==> src/logic/dmbs_defs.svh <==
`ifndef DMBS_DEFS_SVH
`define DMBS_DEFS_SVH

// array geometry
`define DMBS_NUM_BANKS 4
`define DMBS_NUM_PLANES 4
`define DMBS_CHIPS_PER_BANK_PLANE 4
`define DMBS_CHIPS_PER_PLANE 16
`define DMBS_NUM_CHIPS 64
`define DMBS_BANK_WORDS 65536
`define DMBS_WORD_W 16
`define DMBS_PLANE_PIXELS 2048

// controller address layout
`define DMBS_ADDR_W 12
`define DMBS_ROW_ADDR_W 8
`define DMBS_BANK_LSB 8
`define DMBS_BANK_MSB 9
`define DMBS_SPARE_LSB 10
`define DMBS_SPARE_MSB 11

// reset values
`define DMBS_RST_STROBES_N 4'hF
`define DMBS_RST_ADDR 8'h00
`define DMBS_RST_BANK 2'h0

// timing
`define DMBS_CLK_PERIOD_NS 5
`define DMBS_SYNC_STAGES 3

`endif

==> src/logic/dmbs_pkg.sv <==
`default_nettype none

package dmbs_pkg;

    // memory cycle kind, one-hot
    typedef enum logic [2:0] {
        DMBS_CYC_IDLE    = 3'h1,
        DMBS_CYC_NORMAL  = 3'h2,
        DMBS_CYC_REFRESH = 3'h4
    } dmbs_cyc_t;

    typedef logic [1:0] dmbs_bank_t;
    typedef logic [3:0] dmbs_bank_mask_t;

endpackage : dmbs_pkg

`default_nettype wire

==> src/logic/dmbs_video_if.sv <==
`timescale 1ns/1ps
`default_nettype none

// video-side signals between the core and the video timing stage
interface dmbs_video_if;
    logic hsync_src;
    logic vsync_src;
    logic blank_src;
    logic hsync;
    logic vsync;
    logic blank;
    logic fifo_read;

    modport core (output hsync_src, output vsync_src, output blank_src,
                  input hsync, input vsync, input blank, input fifo_read);
    modport video (input hsync_src, input vsync_src, input blank_src,
                   output hsync, output vsync, output blank, output fifo_read);
endinterface : dmbs_video_if

`default_nettype wire

==> src/logic/dmbs_bank_select.sv <==
// Overview of operation
// two bank address bits select exactly one of four banks.
// eight low address outputs go in common to every chip.
// address bits eleven and ten stay unused in four-bank arrays.
// per-bank row strobes captured at controller row strobe fall, stable all cycle.
// bank strobe stays low with row strobe, cleared at once when it ends.
// read, write or transfer cycles activate only the addressed bank.
// refresh cycles activate all four bank strobes together.
// column strobe low before row fall means refresh, else normal cycle.
// each bank strobe reaches all sixteen chips of its bank.
// all memory interface logic runs on the single system clock.
// serial port and shifter data strobes are system-clock synchronous.
// sync, blank and fifo reads follow the asynchronous video clock.
// one write enable per plane, each fanned to sixteen chips.
// transfer gate buffered to all chips, raw copy kept for local logic.
// each bank is 64K by 16 per plane, four planes of four banks.
// four display planes of 2048 by 2048 pixels each.
// bank bits map in binary order onto banks zero to three.
// bank address held in two flops loaded by the transfer pulse.
// bank flop sets only when addressed or refresh, else stays idle.
`timescale 1ns/1ps
`default_nettype none

`include "dmbs_defs.svh"

module dmbs_bank_select #(
    parameter int unsigned NUM_BANKS = `DMBS_NUM_BANKS,
    parameter int unsigned NUM_PLANES = `DMBS_NUM_PLANES,
    parameter int unsigned CHIPS_PER_BANK_PLANE = `DMBS_CHIPS_PER_BANK_PLANE,
    parameter int unsigned CHIPS_PER_PLANE = `DMBS_CHIPS_PER_PLANE,
    parameter int unsigned PLANE_PIXELS = `DMBS_PLANE_PIXELS,
    parameter int unsigned BANK_WORDS = `DMBS_BANK_WORDS
) (
    input wire logic clk,
    input wire logic rstn,
    input wire logic ce,
    input wire logic [`DMBS_ADDR_W-1:0] ctl_addr,
    input wire logic ctl_ras_n,
    input wire logic ctl_cas_n,
    input wire logic [`DMBS_NUM_PLANES-1:0] ctl_we_n,
    input wire logic transfer_gate_n,
    input wire logic serial_port_strobe,
    input wire logic shifter_data_strobe,
    input wire logic video_clock,
    input wire logic ctl_hsync,
    input wire logic ctl_vsync,
    input wire logic ctl_blank,
    output logic [`DMBS_ROW_ADDR_W-1:0] mem_addr,
    output logic [`DMBS_NUM_BANKS-1:0] bank_row_strobe_n,
    output logic [`DMBS_NUM_CHIPS-1:0] chip_row_strobe_n,
    output logic [`DMBS_NUM_PLANES-1:0] plane_we_n,
    output logic [`DMBS_NUM_CHIPS-1:0] chip_we_n,
    output logic transfer_gate_buf_n,
    output logic transfer_gate_local_n,
    output logic transfer_pulse,
    output dmbs_pkg::dmbs_bank_t transfer_pulse_bank,
    output dmbs_pkg::dmbs_bank_mask_t transfer_pulse_bank_sel,
    output logic refresh_cycle,
    output logic serial_port_strobe_out,
    output logic shifter_data_strobe_out,
    output logic hsync,
    output logic vsync,
    output logic blank,
    output logic fifo_read
);
    import dmbs_pkg::*;

    // one-hot bank choice from the two bank bits, binary order
    function automatic dmbs_bank_mask_t dmbs_bank_decode(input dmbs_bank_t sel);
        dmbs_bank_mask_t mask;
        mask = '0;
        mask[sel] = 1'b1; // 00 -> bank 0 ... 11 -> bank 3
        return mask;
    endfunction : dmbs_bank_decode

    // geometry: four planes of four 64K by 16 banks cover 2048 by 2048 pixels
    localparam int unsigned PLANE_WORDS = NUM_BANKS * BANK_WORDS;
    localparam int unsigned PLANE_BITS = PLANE_WORDS * `DMBS_WORD_W;
    localparam int unsigned PIXELS_PER_PLANE = PLANE_PIXELS * PLANE_PIXELS;

    // memory cycle tracking, all on the system clock
    dmbs_cyc_t cyc_q;
    dmbs_cyc_t cyc_d;
    logic ras_n_q;
    logic ras_fall;
    logic ras_rise;
    logic refresh_now;
    dmbs_bank_t bank_bits;
    dmbs_bank_mask_t bank_set;
    dmbs_bank_mask_t bank_act_q;
    dmbs_bank_mask_t bank_act;
    logic transfer_pulse_q;
    logic transfer_pulse_set;
    dmbs_bank_t transfer_pulse_bank_q;
    logic [`DMBS_ROW_ADDR_W-1:0] mem_addr_q;
    logic [`DMBS_NUM_PLANES-1:0] plane_we_n_q;
    logic tg_n_q;
    logic sps_q;
    logic sds_q;

    // bank bits sit just above the row/column address
    assign bank_bits = ctl_addr[`DMBS_BANK_MSB:`DMBS_BANK_LSB];

    // edges of the controller row strobe; it comes from the same clock
    // domain, so no synchroniser is needed and no cycle of latency is lost
    assign ras_fall = ras_n_q && !ctl_ras_n;
    assign ras_rise = !ras_n_q && ctl_ras_n;

    // column strobe already low at the row fall marks a refresh
    assign refresh_now = !ctl_cas_n;

    // j/k inputs: addressed bank only, or every bank during refresh
    assign bank_set = refresh_now ? {`DMBS_NUM_BANKS{1'b1}}
                                  : dmbs_bank_decode(bank_bits);

    always_ff @(posedge clk or negedge rstn)
    begin
        if (!rstn)
            ras_n_q <= 1'b1;
        else if (ce)
            ras_n_q <= ctl_ras_n;
    end

    // cycle kind
    always_comb
    begin
        cyc_d = cyc_q;
        unique case (cyc_q)
            DMBS_CYC_IDLE:
            begin
                if (ras_fall)
                    cyc_d = refresh_now ? DMBS_CYC_REFRESH : DMBS_CYC_NORMAL;
            end
            DMBS_CYC_NORMAL,
            DMBS_CYC_REFRESH:
            begin
                if (ras_rise)
                    cyc_d = DMBS_CYC_IDLE;
            end
            default:
                cyc_d = DMBS_CYC_IDLE;
        endcase
    end

    always_ff @(posedge clk or negedge rstn)
    begin
        if (!rstn)
            cyc_q <= DMBS_CYC_IDLE;
        else if (ce)
            cyc_q <= cyc_d;
    end

    assign refresh_cycle = (cyc_q == DMBS_CYC_REFRESH);

    // bank flops: loaded only at the row fall, so a change of the bank bits
    // mid-cycle can not move the strobe to another bank
    always_ff @(posedge clk or negedge rstn)
    begin
        if (!rstn)
            bank_act_q <= '0;
        else if (ce)
        begin
            if (ras_fall)
                bank_act_q <= bank_set;
            else if (ctl_ras_n)
                bank_act_q <= '0;
        end
    end

    // the set acts in the fall cycle itself; the clear is combinational from
    // the row strobe, the synchronous stand-in for the flop's async clear
    assign bank_act = ras_fall ? bank_set : bank_act_q;

    always_comb
    begin
        for (int b = 0; b < `DMBS_NUM_BANKS; b++)
            bank_row_strobe_n[b] = !(bank_act[b] && !ctl_ras_n);
    end

    // each bank strobe fans to four chips in each of the four planes
    genvar gp;
    genvar gb;
    genvar gc;
    generate
        for (gp = 0; gp < NUM_PLANES; gp++)
        begin : g_plane
            for (gb = 0; gb < NUM_BANKS; gb++)
            begin : g_bank
                for (gc = 0; gc < CHIPS_PER_BANK_PLANE; gc++)
                begin : g_chip
                    assign chip_row_strobe_n[gp*CHIPS_PER_PLANE
                        + gb*CHIPS_PER_BANK_PLANE + gc] = bank_row_strobe_n[gb];
                end
            end
        end
    endgenerate

    // low eight address bits, registered, common to all chips
    // bits eleven and ten are not looked at here at all
    always_ff @(posedge clk or negedge rstn)
    begin
        if (!rstn)
            mem_addr_q <= `DMBS_RST_ADDR;
        else if (ce)
            mem_addr_q <= ctl_addr[`DMBS_ROW_ADDR_W-1:0];
    end

    assign mem_addr = mem_addr_q;

    // per-plane write enables, registered
    always_ff @(posedge clk or negedge rstn)
    begin
        if (!rstn)
            plane_we_n_q <= `DMBS_RST_STROBES_N;
        else if (ce)
            plane_we_n_q <= ctl_we_n;
    end

    assign plane_we_n = plane_we_n_q;

    // each plane enable drives all sixteen chips of its plane
    genvar gw;
    generate
        for (gw = 0; gw < `DMBS_NUM_CHIPS; gw++)
        begin : g_we
            assign chip_we_n[gw] = plane_we_n_q[gw / CHIPS_PER_PLANE];
        end
    endgenerate

    // buffered gate to the array; the raw pin stays for local logic
    always_ff @(posedge clk or negedge rstn)
    begin
        if (!rstn)
            tg_n_q <= 1'b1;
        else if (ce)
            tg_n_q <= transfer_gate_n;
    end

    assign transfer_gate_buf_n = tg_n_q;
    assign transfer_gate_local_n = transfer_gate_n;

    // transfer pulse: set at a row fall with the gate already low,
    // cleared as soon as the gate goes high again
    assign transfer_pulse_set = ras_fall && !transfer_gate_n;

    always_ff @(posedge clk or negedge rstn)
    begin
        if (!rstn)
            transfer_pulse_q <= 1'b0;
        else if (ce)
        begin
            if (transfer_pulse_set)
                transfer_pulse_q <= 1'b1;
            else if (transfer_gate_n)
                transfer_pulse_q <= 1'b0;
        end
    end

    assign transfer_pulse = (transfer_pulse_q || transfer_pulse_set) && !transfer_gate_n;

    // bank latch for the serial side, held between transfers
    always_ff @(posedge clk or negedge rstn)
    begin
        if (!rstn)
            transfer_pulse_bank_q <= `DMBS_RST_BANK;
        else if (ce && transfer_pulse_set)
            transfer_pulse_bank_q <= bank_bits;
    end

    assign transfer_pulse_bank = transfer_pulse_bank_q;
    assign transfer_pulse_bank_sel = dmbs_bank_decode(transfer_pulse_bank_q);

    // serial strobes retimed on the system clock toward the shifter
    always_ff @(posedge clk or negedge rstn)
    begin
        if (!rstn)
        begin
            sps_q <= 1'b0;
            sds_q <= 1'b0;
        end
        else if (ce)
        begin
            sps_q <= serial_port_strobe;
            sds_q <= shifter_data_strobe;
        end
    end

    assign serial_port_strobe_out = sps_q;
    assign shifter_data_strobe_out = sds_q;

    // video timing stage on the system clock, stepped by the foreign video clock
    dmbs_video_if vif ();

    assign vif.hsync_src = ctl_hsync;
    assign vif.vsync_src = ctl_vsync;
    assign vif.blank_src = ctl_blank;

    dmbs_video_stage u_video (
        .clk(clk),
        .rstn(rstn),
        .ce(ce),
        .video_clock(video_clock),
        .vif(vif.video)
    );

    assign hsync = vif.hsync;
    assign vsync = vif.vsync;
    assign blank = vif.blank;
    assign fifo_read = vif.fifo_read;
endmodule : dmbs_bank_select

`default_nettype wire

==> src/logic/dmbs_video_stage.sv <==
`timescale 1ns/1ps
`default_nettype none

`include "dmbs_defs.svh"

module dmbs_video_stage (
    input wire logic clk,
    input wire logic rstn,
    input wire logic ce,
    input wire logic video_clock,
    dmbs_video_if.video vif
);
    import dmbs_pkg::*;

    logic [`DMBS_SYNC_STAGES-1:0] vclk_sync_q;
    logic vclk_level_q;
    logic vclk_rise;

    // three-stage catch of the foreign video clock
    always_ff @(posedge clk or negedge rstn)
    begin
        if (!rstn)
            vclk_sync_q <= '0;
        else if (ce)
            vclk_sync_q <= {vclk_sync_q[`DMBS_SYNC_STAGES-2:0], video_clock};
    end

    // a change only counts once stages two and three agree
    assign vclk_rise = (vclk_sync_q[1] == vclk_sync_q[2]) && vclk_sync_q[2] && !vclk_level_q;

    always_ff @(posedge clk or negedge rstn)
    begin
        if (!rstn)
            vclk_level_q <= 1'b0;
        else if (ce && (vclk_sync_q[1] == vclk_sync_q[2]))
            vclk_level_q <= vclk_sync_q[2];
    end

    // sync outputs and fifo reads step on rising video clock edges only
    always_ff @(posedge clk or negedge rstn)
    begin
        if (!rstn)
        begin
            vif.hsync <= 1'b0;
            vif.vsync <= 1'b0;
            vif.blank <= 1'b1;
            vif.fifo_read <= 1'b0;
        end
        else if (ce)
        begin
            vif.fifo_read <= vclk_rise; // one-cycle pulse per video clock
            if (vclk_rise)
            begin
                vif.hsync <= vif.hsync_src;
                vif.vsync <= vif.vsync_src;
                vif.blank <= vif.blank_src;
            end
        end
    end

endmodule : dmbs_video_stage

`default_nettype wire

==> config.mk <==
export PLATFORM = sky130hd
export DESIGN_NAME = dmbs_bank_select
export DESIGN_NICKNAME = d
export VERILOG_FILES = /design/src/logic/dmbs_pkg.sv /design/src/logic/dmbs_video_if.sv /design/src/logic/dmbs_bank_select.sv /design/src/logic/dmbs_video_stage.sv
export VERILOG_INCLUDE_DIRS = /design/src /design/src/logic
export SDC_FILE = /design/constraint.sdc
export NUM_CORES = 1
export LEC_CHECK = 0
export ABC_AREA = 0
export BUFFER_PORTS_ARGS = -buffer_cell sky130_fd_sc_hd__buf_2
export CELL_PAD_IN_SITES_DETAIL_PLACEMENT = 0
export CELL_PAD_IN_SITES_GLOBAL_PLACEMENT = 1
export CORE_ASPECT_RATIO = 1.1
export CORE_MARGIN = 2
export CORE_UTILIZATION = 32
export CTS_BUF_LIST = sky130_fd_sc_hd__clkbuf_4 sky130_fd_sc_hd__clkbuf_8
export CTS_CLUSTER_DIAMETER = 100
export CTS_CLUSTER_SIZE = 28
export DETAILED_ROUTE_END_ITERATION = 8
export MAX_ROUTING_LAYER = met4
export PLACE_DENSITY = 0.95
export SETUP_SLACK_MARGIN = 0.3
export SYNTH_ARGS = -nofsm -noshare
export SYNTH_HDL_FRONTEND = slang
export SYNTH_SLANG_ARGS = --single-unit
==> constraint.sdc <==
create_clock -name clk -period 3.3 [get_ports clk]
set_clock_uncertainty 0.2 [all_clocks]
set_input_delay 0.66 -clock clk [delete_from_list [all_inputs] [get_ports clk]]
set_output_delay 0.66 -clock clk [all_outputs]
set_load 0.02 [all_outputs]
==> qor.csv <==
stage;metric;value;unit
cts;Clock Tree Buf Depth;2;
cts;hold buffer count at cts;0;
job;Max-Cap Viols;0;
cells_and_area;area grow syn2layout;5.43;%
cells_and_area;Final Cell Area;2670;um^2
cts;Sink Count;34;
global_route;total grt overflow;0;
global_route;vias in the first global route;1332;
synth;syn nets;271;
worst_setup_path;WP data required;2440;ps
synth;Seq/Total Area, Yosys;33.9;%
power_and_ir_drop;peak supply drop;0.185;mV
placement;DP HPWL;3490;um
synth;Post-synth EDFFs;0;
synth;Synth async-reset ratio;100;%
synth;Synth Flop Type;dfrtp_1;
placement;dpl ws;557;ps
global_route;initial antenna violation count;0;
worst_setup_path;critical path type;input port to output pin;
synth;Yosys cell types;29;
worst_setup_path;worst reg2reg path startpoint;ras_n_q$_DFFE_PN1P_;
synth;Post-Syn Area per Cell;10.5;um^2
global_route;grt met3 use;2.89;%
route;vias;1678;
global_route;wire length of the first global-routing pass;6580;um
power_and_ir_drop;sw frac;41.7;%
placement;# port buffers;185;
cts;clk slew on worst S/H paths;80;ps
worst_setup_path;CP Launch Point;ctl_cas_n;
route;drt pass-1 iters;4;
die;Core Box Area;7780;um^2
route;Antenna Nets Post-Route;0;
power_and_ir_drop;Int Power;936;uW
cts;H-tree Lvls;2;
timing;Peak Freq;0.367;GHz
synth;synthesized area;2540;um^2
route;DR WL/cell;11.2;um
worst_setup_path;critical path arrival;1860;ps
power_and_ir_drop;power density cells;600;nW/um^2
timing;final worst-path cycle share;82.5;%
placement;Post-DP Area;2580;um^2
power_and_ir_drop;combinational share of power;43.9;%
die;row count;34;
timing;# setup viols final;0;
route;drt drc;0;
cts;TritonCTS clock tree;yes;
synth;leading area contributor after synthesis;buf_4;
cts;root buffer cell;clkbuf_8;
cells_and_area;nets@finish;329;
power_and_ir_drop;Flop pwr share;35.3;%
cts;cts repair resizes;0;
timing;final worst path period need;2720;ps
timing;final hold vios;0;
run_status;status;finished, final reports clean;
timing;Worst slew margin;43.0;%
power_and_ir_drop;leakage;0.00142;uW
cells_and_area;Util after Layout;34.3;%
timing;setup tns final;0;ps
cells_and_area;share of cells above drive strength 1;76.4;%
power_and_ir_drop;sw power;669;uW
synth;Syn. warnings;0;
cells_and_area;most common cell after layout, fill and taps aside;buf_2;
synth;Yosys top cell area share;38.2;%
hold_path;HP Class;input port to asynchronous set/reset pin;
die;die width;88.9;um
die;Top-Level Pins;188;
worst_setup_path;Crit Path Max Fanout;17;
global_route;GRT Max-Usage Layer;met2;
cells_and_area;most frequent cells in the layout;buf_2 (185), dfrtp_1 (26), mux2_2 (19);
timing;Hold WS;255;ps
die;die height;97.4;um
die;initial core utilization;32.6;%
global_route;M2 GR Usage;16.7;%
worst_setup_path;Critical Path Source Type;input port;
timing;Least-Margin Pin Slew;851;ps
placement;gpl congestion;0.710;
cts;postcts setup bufs;0;
global_route;GRT met1 Usage;11.3;%
route;routed vias/inst;4.10;
cts;CTS buffer count;5;
route;WL final;4590;um
global_route;Tot GR Track Use;9.87;%
timing;Final WS setup;578;ps
global_route;largest net degree at the start of global routing;35;
cts;worst-skew pair later-pin latency;280;ps
cells_and_area;n_diodes;0;
timing;Slew Viols, Final;0;
worst_setup_path;critical path endpoint category;output pin;
timing;unrepaired setup endpoints after global routing;false;
die;Die ar.;8650;um^2
synth;synthesized flop and latch total;34;
synth;Post-Syn Instances;242;
route;initial drt markers;31;
synth;ranking of synthesized cells by area;buf_4 (38%), dfrtp_1 (26%), mux2_2 (8.4%);
power_and_ir_drop;Clk pwr share;20.7;%
==> power by group through the flow <==
| stage | combinational [uW] | sequential, uW | clock, uW |
|---|---|---|---|
| 6_report | 705 | 567 | 332 |
| 4_1_cts | 714 | 569 | 351 |
| 5_1_grt | 751 | 586 | 368 |
| 3_5_place_dp | 715 | 575 | 0 |
| 3_3_place_gp | 705 | 569 | 0 |
| 2_1_floorplan | 627 | 623 | 0 |
==> stage by stage <==
step	std cells	power, uW
after floorplan	242	1250
after global placement	401	1270
after detailed placement	401	1290
after CTS	409	1630
after global routing	409	1700
final	409	1600
==> final cells by class <==
| type | instances | area (um^2) |
|---|---|---|
| clock inverter | 1 | 5.00 |
| timing repair buffer | 185 | 926 |
| inverter | 4 | 15.0 |
| sequential | 34 | 861 |
| clock buffer | 7 | 90.1 |
| multi-input combinational | 70 | 642 |
| fill | 794 | 5110 |
| tap | 108 | 135 |
==> cell usage after synthesis (2+ instances only) <==
cell type  number
dfstp_2         8
dfrtp_1        26
a22o_1          3
a21oi_1         5
nand3b_4        2
buf_4         129
mux2_4          6
nor2_1          5
nor2b_1         3
mux2_2         19
a311o_1         2
o211ai_1        3
nand2_1         2
nand2b_1        2
o21ai_0         5
buf_6           4
inv_1           4
o31ai_1         2
a21o_1          2
==> flip-flops by register name (all words and copies together) (netlist names) <==
name,flops
transfer_pulse_bank,2
u_video.vif.vsync,1
mem_addr,8
shifter_data_strobe_out,1
bank_act_q,4
cyc_q,3
ras_n_q,1
u_video.vclk_sync_q,3
transfer_gate_buf_n,1
serial_port_strobe_out,1
u_video.vclk_level_q,1
u_video.vif.hsync,1
u_video.vif.blank,1
plane_we_n,4
transfer_pulse_q,1
u_video.vif.fifo_read,1
==> cell families after synthesis <==
group | Yosys count | share of synthesized area [%]
XOR/XNOR | 1 | 0.345
buffers and inverters | 138 | 40.7
AO/OA/AOI/OAI | 23 | 6.17
adder cells (fa/ha/maj) | 1 | 0.493
AND/OR/NAND/NOR | 20 | 6.32
flip-flops | 34 | 33.9
multiplexers | 25 | 12.0
==> layer usage <==
metal | routed length (um) | share of wire (%) | vias up
li1 | - | - | 778
met1 | 1710 | 37 | 772
met2 | 2300 | 50 | 126
met3 | 556 | 12 | 2
met4 | 16 | 0.35 | 0
met5 | 0 | 0 | -
==> path summary, 6_finish.rpt <==
check | end | slack [ps] | cells past startpoint
setup / recovery | chip_row_strobe_n[60] | 580 | 5
hold reg to reg | bank_act_q[2]$_DFFE_PN0P_ | 280 | 1
hold / removal | mem_addr[6]$_DFFE_PN0P_ | 260 | 1
setup reg to reg | transfer_pulse_bank[0]$_DFFE_PN0P_ | 1660 | 3
min in group clk | bank_act_q[2]$_DFFE_PN0P_ | 280 | 1
max in group asynchronous | bank_act_q[0]$_DFFE_PN0P_ | 2150 | 1
==> worst max-delay path: stages <==
cell and delay, ps:
buf_2 170, a21boi_0 250, nand2_1 80, o211ai_1 400, buf_2 300
(Power assumes the default switching activity.)
